==> config.mk <==
export PLATFORM = sky130hd
export DESIGN_NAME = btf_top
export DESIGN_NICKNAME = d
export VERILOG_FILES = /design/src/inc/btf_pkg.sv /design/src/inc/btf_trace_if.sv /design/src/hdl/btf_top.sv /design/src/hdl/btf_queue.sv /design/src/hdl/btf_valid_queue.sv
export SDC_FILE = /design/constraint.sdc
export NUM_CORES = 1
export LEC_CHECK = 0
export ABC_AREA = 1
export BUFFER_PORTS_ARGS = -buffer_cell sky130_fd_sc_hd__buf_2
export CAP_MARGIN = 20
export CORE_MARGIN = 3
export CORE_UTILIZATION = 40
export CTS_BUF_LIST = sky130_fd_sc_hd__clkbuf_8
export DETAILED_ROUTE_END_ITERATION = 16
export GPL_ROUTABILITY_DRIVEN = 0
export RECOVER_POWER = 50
export SLEW_MARGIN = 20
export SYNTH_ARGS = -nofsm -noshare
export SYNTH_HDL_FRONTEND = slang
export SYNTH_SLANG_ARGS = --single-unit
export TNS_END_PERCENT = 1
==> constraint.sdc <==
create_clock -name aclk -period 1.25 [get_ports aclk]
set_input_delay 0.125 -clock aclk [delete_from_list [all_inputs] [get_ports aclk]]
set_output_delay 0.125 -clock aclk [all_outputs]
set_load 0.02 [all_outputs]
==> src/inc/btf_pkg.sv <==
// Constants, types and register map of the branch trace queues.
// Assumes one 250 MHz clock and a 32-bit AXI4-Lite register port.
package btf_pkg;

   localparam int BTF_DEPTH = 4;
   localparam int BTF_ADDR_W = 32;
   localparam int BTF_PTR_W = 3;
   localparam int BTF_IDX_W = 2;
   localparam int BTF_BUS_ADDR_W = 8;

   localparam logic [7:0] BTF_FLAGS_BASE = 8'h00;
   localparam logic [7:0] BTF_SOURCE_BASE = 8'h10;
   localparam logic [7:0] BTF_TARGET_BASE = 8'h20;

   localparam int BTF_SRC_VALID_BIT = 15;
   localparam int BTF_PTR_HI = 14;
   localparam int BTF_PTR_LO = 12;
   localparam int BTF_TGT_VALID_BIT = 7;
   localparam logic [3:0] BTF_RSVD_HI = 4'h0;
   localparam logic [6:0] BTF_RSVD_LO = 7'h00;
   localparam logic [15:0] BTF_FLAGS_PAD = 16'h0000;

   localparam logic [1:0] BTF_RESP_OKAY = 2'h0;
   localparam logic [1:0] BTF_RESP_SLVERR = 2'h2;
   localparam logic [31:0] BTF_READ_ZERO = 32'h00000000;

   typedef enum logic [1:0] {
      BTF_GRP_FLAGS = 2'b00,
      BTF_GRP_SOURCE = 2'b01,
      BTF_GRP_TARGET = 2'b10,
      BTF_GRP_NONE = 2'b11
   } btf_group_e;

   typedef enum logic [1:0] {
      BTF_WR_IDLE = 2'b00,
      BTF_WR_HAVE_ADDR = 2'b01,
      BTF_WR_HAVE_DATA = 2'b10,
      BTF_WR_RESP = 2'b11
   } btf_wr_state_e;

   typedef enum logic {
      BTF_RD_IDLE = 1'b0,
      BTF_RD_RESP = 1'b1
   } btf_rd_state_e;

   // Register group of a byte address
   function automatic btf_group_e btf_group(input logic [BTF_BUS_ADDR_W-1:0] a);
      btf_group_e g;
      g = BTF_GRP_NONE;
      if (a[7:4] == BTF_FLAGS_BASE[7:4]) begin
         g = BTF_GRP_FLAGS;
      end else if (a[7:4] == BTF_SOURCE_BASE[7:4]) begin
         g = BTF_GRP_SOURCE;
      end else if (a[7:4] == BTF_TARGET_BASE[7:4]) begin
         g = BTF_GRP_TARGET;
      end
      return g;
   endfunction

   // Queue entry selected by a byte address
   function automatic logic [BTF_IDX_W-1:0] btf_index(input logic [BTF_BUS_ADDR_W-1:0] a);
      return a[3:2];
   endfunction

endpackage

==> src/inc/btf_trace_if.sv <==
// Carrier between the trace top and its queue modules.
// Assumes one clock shared by all users.
`timescale 1ns/100ps
`default_nettype none
interface btf_trace_if;
   import btf_pkg::*;
   logic shift;
   logic fetch;
   logic [BTF_ADDR_W-1:0] source;
   logic [BTF_ADDR_W-1:0] target;
   logic [BTF_PTR_W-1:0] pointer;
   logic [BTF_DEPTH-1:0] clear_source;
   logic [BTF_DEPTH-1:0] clear_target;
   logic [BTF_DEPTH-1:0] source_valid;
   logic [BTF_DEPTH-1:0] target_valid;
   modport ctrl (
      output shift, fetch, source, target, pointer, clear_source, clear_target,
      input source_valid, target_valid
   );
   modport flags (
      input shift, fetch, clear_source, clear_target,
      output source_valid, target_valid
   );
endinterface
`default_nettype wire

==> src/hdl/btf_top.sv <==
// Branch trace queues with an AXI4-Lite register slave.
// Assumes branch events come from pipeline logic on aclk, one pulse each.
`timescale 1ns/100ps
`default_nettype none
module btf_top
   import btf_pkg::*;
#(
   parameter int DEPTH = BTF_DEPTH
) (
   input wire logic aclk,
   input wire logic aresetn,
   input wire logic branch_strobe,
   input wire logic [BTF_ADDR_W-1:0] branch_source,
   input wire logic [BTF_ADDR_W-1:0] branch_target,
   input wire logic [BTF_PTR_W-1:0] branch_pointer,
   input wire logic target_fetch_strobe,
   input wire logic [BTF_BUS_ADDR_W-1:0] s_axi_awaddr,
   input wire logic [2:0] s_axi_awprot,
   input wire logic s_axi_awvalid,
   output logic s_axi_awready,
   input wire logic [31:0] s_axi_wdata,
   input wire logic [3:0] s_axi_wstrb,
   input wire logic s_axi_wvalid,
   output logic s_axi_wready,
   output logic [1:0] s_axi_bresp,
   output logic s_axi_bvalid,
   input wire logic s_axi_bready,
   input wire logic [BTF_BUS_ADDR_W-1:0] s_axi_araddr,
   input wire logic [2:0] s_axi_arprot,
   input wire logic s_axi_arvalid,
   output logic s_axi_arready,
   output logic [31:0] s_axi_rdata,
   output logic [1:0] s_axi_rresp,
   output logic s_axi_rvalid,
   input wire logic s_axi_rready
);
   typedef struct packed {
      btf_wr_state_e wr_state;
      logic [BTF_BUS_ADDR_W-1:0] wr_addr;
      logic [1:0] bresp;
      btf_rd_state_e rd_state;
      logic [31:0] rdata;
      logic [1:0] rresp;
   } btf_top_s;

   btf_top_s r;
   btf_top_s next_r;

   btf_trace_if trace ();

   logic [DEPTH-1:0][BTF_ADDR_W-1:0] source_q;
   logic [DEPTH-1:0][BTF_ADDR_W-1:0] target_q;
   logic [DEPTH-1:0][BTF_PTR_W-1:0] pointer_q;

   logic aw_hs;
   logic w_hs;
   logic ar_hs;
   logic [BTF_BUS_ADDR_W-1:0] wr_addr_now;
   btf_group_e rd_grp;
   logic [BTF_IDX_W-1:0] rd_idx;
   btf_group_e wr_grp;
   logic [31:0] rd_word;
   logic [DEPTH-1:0] clr_src;
   logic [DEPTH-1:0] clr_tgt;

   // Unused bus fields: protection and write contents have no effect
   logic unused_bits;
   assign unused_bits = ^{s_axi_awprot, s_axi_arprot, s_axi_wdata, s_axi_wstrb};

   ////////////////////////////////////////////////////////////////////////////
   // Trace capture

   assign trace.shift = branch_strobe;
   assign trace.fetch = target_fetch_strobe;
   assign trace.source = branch_source;
   assign trace.target = branch_target;
   assign trace.pointer = branch_pointer;
   assign trace.clear_source = clr_src;
   assign trace.clear_target = clr_tgt;

   btf_queue #(
      .WIDTH(BTF_ADDR_W),
      .DEPTH(DEPTH)
   ) u_source_queue (
      .aclk(aclk),
      .shift(trace.shift),
      .din(trace.source),
      .dout(source_q)
   );

   btf_queue #(
      .WIDTH(BTF_ADDR_W),
      .DEPTH(DEPTH)
   ) u_target_queue (
      .aclk(aclk),
      .shift(trace.shift),
      .din(trace.target),
      .dout(target_q)
   );

   btf_queue #(
      .WIDTH(BTF_PTR_W),
      .DEPTH(DEPTH)
   ) u_pointer_queue (
      .aclk(aclk),
      .shift(trace.shift),
      .din(trace.pointer),
      .dout(pointer_q)
   );

   btf_valid_queue #(
      .DEPTH(DEPTH)
   ) u_valid_queue (
      .aclk(aclk),
      .aresetn(aresetn),
      .trace(trace.flags)
   );

   ////////////////////////////////////////////////////////////////////////////
   // Handshakes

   assign s_axi_awready = (r.wr_state == BTF_WR_IDLE) || (r.wr_state == BTF_WR_HAVE_DATA);
   assign s_axi_wready = (r.wr_state == BTF_WR_IDLE) || (r.wr_state == BTF_WR_HAVE_ADDR);
   assign s_axi_bvalid = (r.wr_state == BTF_WR_RESP);
   assign s_axi_bresp = r.bresp;
   assign s_axi_arready = (r.rd_state == BTF_RD_IDLE);
   assign s_axi_rvalid = (r.rd_state == BTF_RD_RESP);
   assign s_axi_rdata = r.rdata;
   assign s_axi_rresp = r.rresp;

   assign aw_hs = s_axi_awvalid && s_axi_awready;
   assign w_hs = s_axi_wvalid && s_axi_wready;
   assign ar_hs = s_axi_arvalid && s_axi_arready;

   ////////////////////////////////////////////////////////////////////////////
   // Read decode

   assign rd_grp = btf_group(s_axi_araddr);
   assign rd_idx = btf_index(s_axi_araddr);

   always_comb begin
      rd_word = BTF_READ_ZERO;
      clr_src = '0;
      clr_tgt = '0;
      case (rd_grp)
         BTF_GRP_FLAGS: begin
            rd_word = {BTF_FLAGS_PAD,
                       trace.source_valid[rd_idx],
                       pointer_q[rd_idx],
                       BTF_RSVD_HI,
                       trace.target_valid[rd_idx],
                       BTF_RSVD_LO};
         end
         BTF_GRP_SOURCE: begin
            rd_word = source_q[rd_idx];
            clr_src[rd_idx] = ar_hs;
         end
         BTF_GRP_TARGET: begin
            rd_word = target_q[rd_idx];
            clr_tgt[rd_idx] = ar_hs;
         end
         default: begin
            rd_word = BTF_READ_ZERO;
         end
      endcase
   end

   ////////////////////////////////////////////////////////////////////////////
   // Bus state

   assign wr_addr_now = (r.wr_state == BTF_WR_HAVE_ADDR) ? r.wr_addr : s_axi_awaddr;
   assign wr_grp = btf_group(wr_addr_now);

   always_comb begin
      next_r = r;
      case (r.wr_state)
         BTF_WR_IDLE: begin
            if (aw_hs && w_hs) begin
               next_r.wr_state = BTF_WR_RESP;
            end else if (aw_hs) begin
               next_r.wr_state = BTF_WR_HAVE_ADDR;
            end else if (w_hs) begin
               next_r.wr_state = BTF_WR_HAVE_DATA;
            end
            if (aw_hs) begin
               next_r.wr_addr = s_axi_awaddr;
            end
         end
         BTF_WR_HAVE_ADDR: begin
            if (w_hs) begin
               next_r.wr_state = BTF_WR_RESP;
            end
         end
         BTF_WR_HAVE_DATA: begin
            if (aw_hs) begin
               next_r.wr_addr = s_axi_awaddr;
               next_r.wr_state = BTF_WR_RESP;
            end
         end
         BTF_WR_RESP: begin
            if (s_axi_bready) begin
               next_r.wr_state = BTF_WR_IDLE;
            end
         end
         default: begin
            next_r.wr_state = BTF_WR_IDLE;
         end
      endcase
      // Writes store nothing; mapped addresses answer OKAY
      if (next_r.wr_state == BTF_WR_RESP && r.wr_state != BTF_WR_RESP) begin
         next_r.bresp = (wr_grp == BTF_GRP_NONE) ? BTF_RESP_SLVERR : BTF_RESP_OKAY;
      end
      case (r.rd_state)
         BTF_RD_IDLE: begin
            if (ar_hs) begin
               next_r.rd_state = BTF_RD_RESP;
               next_r.rdata = rd_word;
               next_r.rresp = (rd_grp == BTF_GRP_NONE) ? BTF_RESP_SLVERR : BTF_RESP_OKAY;
            end
         end
         BTF_RD_RESP: begin
            if (s_axi_rready) begin
               next_r.rd_state = BTF_RD_IDLE;
            end
         end
         default: begin
            next_r.rd_state = BTF_RD_IDLE;
         end
      endcase
      if (!aresetn) begin
         next_r.wr_state = BTF_WR_IDLE;
         next_r.wr_addr = '0;
         next_r.bresp = BTF_RESP_OKAY;
         next_r.rd_state = BTF_RD_IDLE;
         next_r.rdata = BTF_READ_ZERO;
         next_r.rresp = BTF_RESP_OKAY;
      end
   end

   always_ff @(posedge aclk) begin
      r <= next_r;
   end
endmodule
`default_nettype wire

==> src/hdl/btf_queue.sv <==
// Shift queue of unreset data entries, newest at index 0.
// Assumes shift is a one-cycle pulse on the same clock.
`timescale 1ns/100ps
`default_nettype none
module btf_queue
   import btf_pkg::*;
#(
   parameter int WIDTH = BTF_ADDR_W,
   parameter int DEPTH = BTF_DEPTH
) (
   input wire logic aclk,
   input wire logic shift,
   input wire logic [WIDTH-1:0] din,
   output logic [DEPTH-1:0][WIDTH-1:0] dout
);
   typedef struct packed {
      logic [DEPTH-1:0][WIDTH-1:0] entry;
   } btf_queue_s;

   btf_queue_s r;
   btf_queue_s next_r;

   always_comb begin
      next_r = r;
      if (shift) begin
         next_r.entry[0] = din;
         for (int i = 1; i < DEPTH; i++) begin
            next_r.entry[i] = r.entry[i-1];
         end
      end
   end

   // No reset: each entry stays undefined until a branch shifts data into it
   always_ff @(posedge aclk) begin
      r <= next_r;
   end

   assign dout = r.entry;
endmodule
`default_nettype wire

==> src/hdl/btf_valid_queue.sv <==
// Validity flags of the trace queue: shift, set on target fetch, clear on read.
// Assumes pulses on the same clock and a synchronous active-low reset.
`timescale 1ns/100ps
`default_nettype none
module btf_valid_queue
   import btf_pkg::*;
#(
   parameter int DEPTH = BTF_DEPTH
) (
   input wire logic aclk,
   input wire logic aresetn,
   btf_trace_if.flags trace
);
   typedef struct packed {
      logic [DEPTH-1:0] src;
      logic [DEPTH-1:0] tgt;
   } btf_valid_s;

   btf_valid_s r;
   btf_valid_s next_r;
   logic [DEPTH-1:0] src_kept;
   logic [DEPTH-1:0] tgt_kept;

   always_comb begin
      next_r = r;
      src_kept = r.src & ~trace.clear_source;
      tgt_kept = r.tgt & ~trace.clear_target;
      if (trace.shift) begin
         next_r.src = {src_kept[DEPTH-2:0], 1'b0};
         next_r.tgt = {tgt_kept[DEPTH-2:0], 1'b0};
      end else begin
         next_r.src = src_kept;
         next_r.tgt = tgt_kept;
      end
      // Set wins over a read clear in the same cycle
      if (trace.fetch) begin
         next_r.src[0] = 1'b1;
         next_r.tgt[0] = 1'b1;
      end
      if (!aresetn) begin
         next_r.src = '0;
         next_r.tgt = '0;
      end
   end

   always_ff @(posedge aclk) begin
      r <= next_r;
   end

   assign trace.source_valid = r.src;
   assign trace.target_valid = r.tgt;
endmodule
`default_nettype wire

### Yosys cells after proc, flatten, opt, wreduce, memory -nomap -nowiden

Cells that the tools add are included.

* order comparisons: 2
* equal/unequal tests: 15
* muxes and demuxes: 39
* bitwise operators: 6
* reductions and logical operators: 15

Operators by type and width (number)
* $bmux 32 s2: 2
* $pmux 32 s3: 1
* $mux 32: 2
* $mux 35: 1
* $mux 8: 3
* $mux 2: 11
* $pmux 8 s2: 1
* $and 4x4->4: 3
* $eq 2x2->1 const B: 6
* $mux 10: 1
* $eq 4x1->1 const B: 2
* $eq 4x2->1 const B: 2
* $logic_not 4->1: 2
* $mux 1: 8
* $mux 4: 2
* $not 4->4: 2
* $pmux 2 s4: 1
* $bmux 3 s2: 1
* $logic_and 1x1->1: 6
* $ne 2x2->1 const B: 3
* $bmux 1 s2: 2
* $eq 2x1->1 const B: 2
* $logic_not 2->1: 2
* $lt 2x3->1 const B: 1
* 9 further kinds: 10

* register bits after elaboration: 323
* input port bits: 134
* output and inout bits: 41

### Longest topological paths before layout

* depth in word-level cells: 10
* gate-level depth with buffers: 11

### Modules after synthesis

From an unflattened synthesis, not the netlist that was laid out.

* cell total of the unflattened synthesis: 1137
* area total of the unflattened synthesis: 12827.3 µm²

Modules (own cells, without submodules)
* btf_queue at u_source_queue ...: times used 2, cells each 128, area an instance 3843.7 µm², sequential area each 3843.7 µm²
* btf_top: times used 1, cells each 818, area an instance 4445.5 µm², sequential area each 820.8 µm²
* btf_queue at u_pointer_queue: times used 1, cells each 12, area an instance 360.3 µm², sequential area each 360.3 µm²
* btf_valid_queue: times used 1, cells each 51, area an instance 334.1 µm², sequential area each 160.2 µm²

### Worst setup path after synthesis

OpenSTA, ideal clock, no wires.

* path kind: reg-to-reg
* from: reg r (netlist bit s_axi_rvalid)
* to: reg r (netlist bit s_axi_rdata[23])
* setup time: 0.070 ns
* arrival time: 1.238 ns
* required time: 1.180 ns
* slack: -0.058 ns
* stages on the path, launching flop included: 6
* buffers on the path: 2
* period minus slack after synthesis: 1.308 ns
* cells stage by stage: dfxtp_1 > nor2_1 > buf_2 > buf_2 > nand2_1 > a21oi_1

* longest elaborated chain between the ends: 3

RTL lines
* from (decl): RTL line btf_top.sv:46 `btf_top_s r;`
* from (signal assigned): RTL line btf_top.sv:241 `r <= next_r;`
* $not 1->1 *
* $logic_and 1x1->1: RTL line btf_top.sv:133 `assign ar_hs = s_axi_arvalid && s_axi_arready;`
* $reduce_and 2->1 (no source line) *

Mark *: on every way between the ends. The rest lies on a longest branch, timed or not.
A chain may end at the register's enable or synchronous reset.

### Final worst setup path

* from: reg r (netlist bit s_axi_rvalid)
* to: out s_axi_rvalid

RTL lines
* to (decl): RTL line btf_top.sv:34 `output logic s_axi_rvalid,`

No word-level cell between the ends.

==> flow_summary.json <==
{
  "ys_ff_latch": 317,
  "reg2reg_slack_ns": 0.05,
  "finalWorstSetupSlack_ns": -0.0509,
  "reg2reg_to": "u_valid_queue.trace.target_valid[1]",
  "drc": 0,
  "setup_viol_count_final": 4,
  "grt_pass1_wl_um": 46900,
  "antenna_left": 0,
  "async_reset_ff_share_pct": 0,
  "powerDensity_nw_per_um2": 1440,
  "final_max_slew_viol_count": 0,
  "htree_levels": 2,
  "io_buffer_count": 124,
  "violations": "negative setup slack",
  "yosysMostFrequentCell": "nand2_1",
  "fill_cells": 2731,
  "finish.instance_area_um2": 16000,
  "firstDrtPassIters": 5,
  "tightest_slew_ns": 0.520,
  "cp-end-kind": "primary output",
  "grt_max_degree": 46,
  "synth_edf_count": 268,
  "overflow": 0,
  "multi_input_area_um2": 3110,
  "synth_flop_cell": "edfxtp_1",
  "root_buffer": "clkbuf_8",
  "initialDrtViolationCount": 799,
  "max_freq_mhz": 769,
  "ys_top_cells_by_count": "nand2_1 (575), edfxtp_1 (268), a21oi_1 (66)",
  "reg2reg_from": "s_axi_rvalid",
  "hp-start": "s_axi_araddr[4]",
  "period_share_pct": 104,
  "clk_pin_slew_ns": 0.06,
  "ff_latch_area_um2": 9050,
  "fp.dieH_um": 185,
  "hold_end": "s_axi_rresp[1]",
  "die-area_um2": 34200,
  "r2r_cells": 5,
  "n_antenna_cell": 0,
  "netlist_instances": 1191,
  "worstSkewPairLatency_ns": 0.58,
  "critPathLaunchType": "flop",
  "ys_types": 26,
  "cts_sinks": 317,
  "core_um2": 31100,
  "p_leak_nw": 6.72,
  "cp.required_ns": 1.12,
  "cts_max_path_buffers": 3,
  "arrival_ns": 1.18,
  "path_max_fanout": 2,
  "maxCapViolCount": 0,
  "crit_type": "flop to primary output",
  "synth_area_per_cell_um2": 10.7,
  "cts_buffers": 53,
  "place_area_um2": 14100,
  "yosys.area.top_type": "edfxtp_1",
  "hold_path_class": "input pin to flop",
  "tritoncts": "done",
  "drt-total-wl_um": 29600,
  "row_count": 64,
  "initial_utilization_pct": 41.2,
  "hold_violations": 0,
  "min_period_ns": 1.30,
  "wl_per_cell_um": 15.8,
  "grt_pass1_vias": 8730,
  "yosysSeqAreaShare_pct": 70.5,
  "die_w_um": 185,
  "grt_antenna_before_repair": 0,
  "drive_gt1_share_pct": 19.0,
  "synth_top_cell_area_share_pct": 62.9,
  "holdWs_ns": 0.0262,
  "nets": 1563,
  "dp_hpwl_um": 18900,
  "track_usage_pct": 17.3,
  "yosys_warnings": 0,
  "io_pins": 175,
  "fin_worst_skew_ns": 0.0256,
  "min_path_cells": 5,
  "ir_worst_vdd_mv": 0.798,
  "synth.area.top_cells": "edfxtp_1 (63%), nand2_1 (17%), dfxtp_1 (7.7%)",
  "rsz0062_at_grt": "true",
  "areaGrowthSynthToFinish_pct": 25.4,
  "slew_headroom_pct": 65.4,
  "via_per_inst": 4.73,
  "outcome": "finished with violations",
  "vias": 8837,
  "syn-cell-area_um2": 12800
}
==> layer usage <==
metal  GRT usage (%)  vias up  wire (um)
met5               0        -          0
met4            4.68        0        486
met3            2.91       39       1400
met2            26.7      223      13500
met1            25.5     4157      14200
li1                -     4418          -
==> what timing repair did <==
item | in CTS | in global routing
hold endpoints to repair | 93 | 0
setup buffers | 0 | 0
pin swaps | 0 | 2
resized for setup | 30 | 31
setup endpoints to repair | 16 | 51
hold buffers | 80 | 0
==> critical path: stages (launching register included) <==
cell,delay [ns]
dfxtp_4,0.35
buf_6,0.12
buf_4,0.15
==> final cells by class <==
type	count	share of cell area (%)
repair buffers	275	14.2
clock inverters	40	1.22
multi-input cells	756	19.4
inverters	26	0.639
well taps	396	3.09
flip-flops and latches	317	56.4
clock buffers	60	5.15
==> cell usage in the layout, fill, tap and decap left out, types with 3 or more instances in the layout <==
cell type,n
nand2_1,574
edfxtp_1,268
buf_2,82
dlygate4sd3_1,80
buf_4,70
a21oi_1,65
clkbuf_8,60
inv_1,41
nand3_1,38
dfxtp_1,36
o21ai_0,22
nor2_1,19
buf_12,19
o21ai_1,18
clkbuf_1,15
dfxtp_2,12
clkinv_1,9
buf_6,7
inv_2,6
a31oi_1,4
clkinv_2,4
nor2_4,3
==> worst max-delay path by stage <==
stage / startpoint / slack (ns) / to / depth (start not counted)
final: s_axi_rvalid / -0.05 / s_axi_rvalid / 2
after global routing: r[45] / -0.11 / s_axi_bvalid / 3
after CTS: s_axi_rvalid / -0.06 / s_axi_arready / 3
after detailed placement: s_axi_araddr[2] / -0.21 / s_axi_rdata[31] / 10
after global placement: s_axi_araddr[2] / -0.16 / s_axi_rdata[31] / 10
after floorplan: s_axi_rvalid / 0.03 / s_axi_rdata[23] / 5
==> metrics by stage <==
stage	std cells	power [W]	setup TNS [ns]	setup WS (ns)	utilization, %
finish	1870	0.0231	-0.127	-0.0509	51.7
global route	1870	0.0242	-3.18	-0.106	51.7
CTS	1870	0.0234	-0.156	-0.0650	51.5
detailed placement	1690	0.0144	-3.18	-0.208	45.4
global placement	1690	0.0144	-2.42	-0.162	45.4
floorplan	1192	0.0135	0	0.0259	-
==> cells by family (layout without fill, tap and decap cells) <==
family | Yosys count | after routing | share of synthesized area, %
AOI/OAI and AO/OA | 113 | 113 | 4.53
buffers and inverters | 119 | 401 | 5.43
DFF | 317 | 317 | 70.5
other | 1 | 2 | 0.0293
and+or+nand+nor | 641 | 641 | 19.5
==> registers in the layout, indices dropped and copies added, names as in the netlist <==
signal	cells
r	6
s_axi_rdata	32
u_pointer_queue.dout	12
u_target_queue.dout	128
s_axi_rvalid	1
s_axi_bresp	1
u_source_queue.dout	128
u_valid_queue.trace.source_valid	4
u_valid_queue.trace.target_valid	4
s_axi_rresp	1
==> where the power goes <==
group,leakage (nW),internal (W),switching [W]
clock,0.604,0.00460,0.00406
combinational,3.08,0.000798,0.00110
sequential,3.03,0.0122,0.000320
No activity file was read; power rests on OpenSTA's default activity.
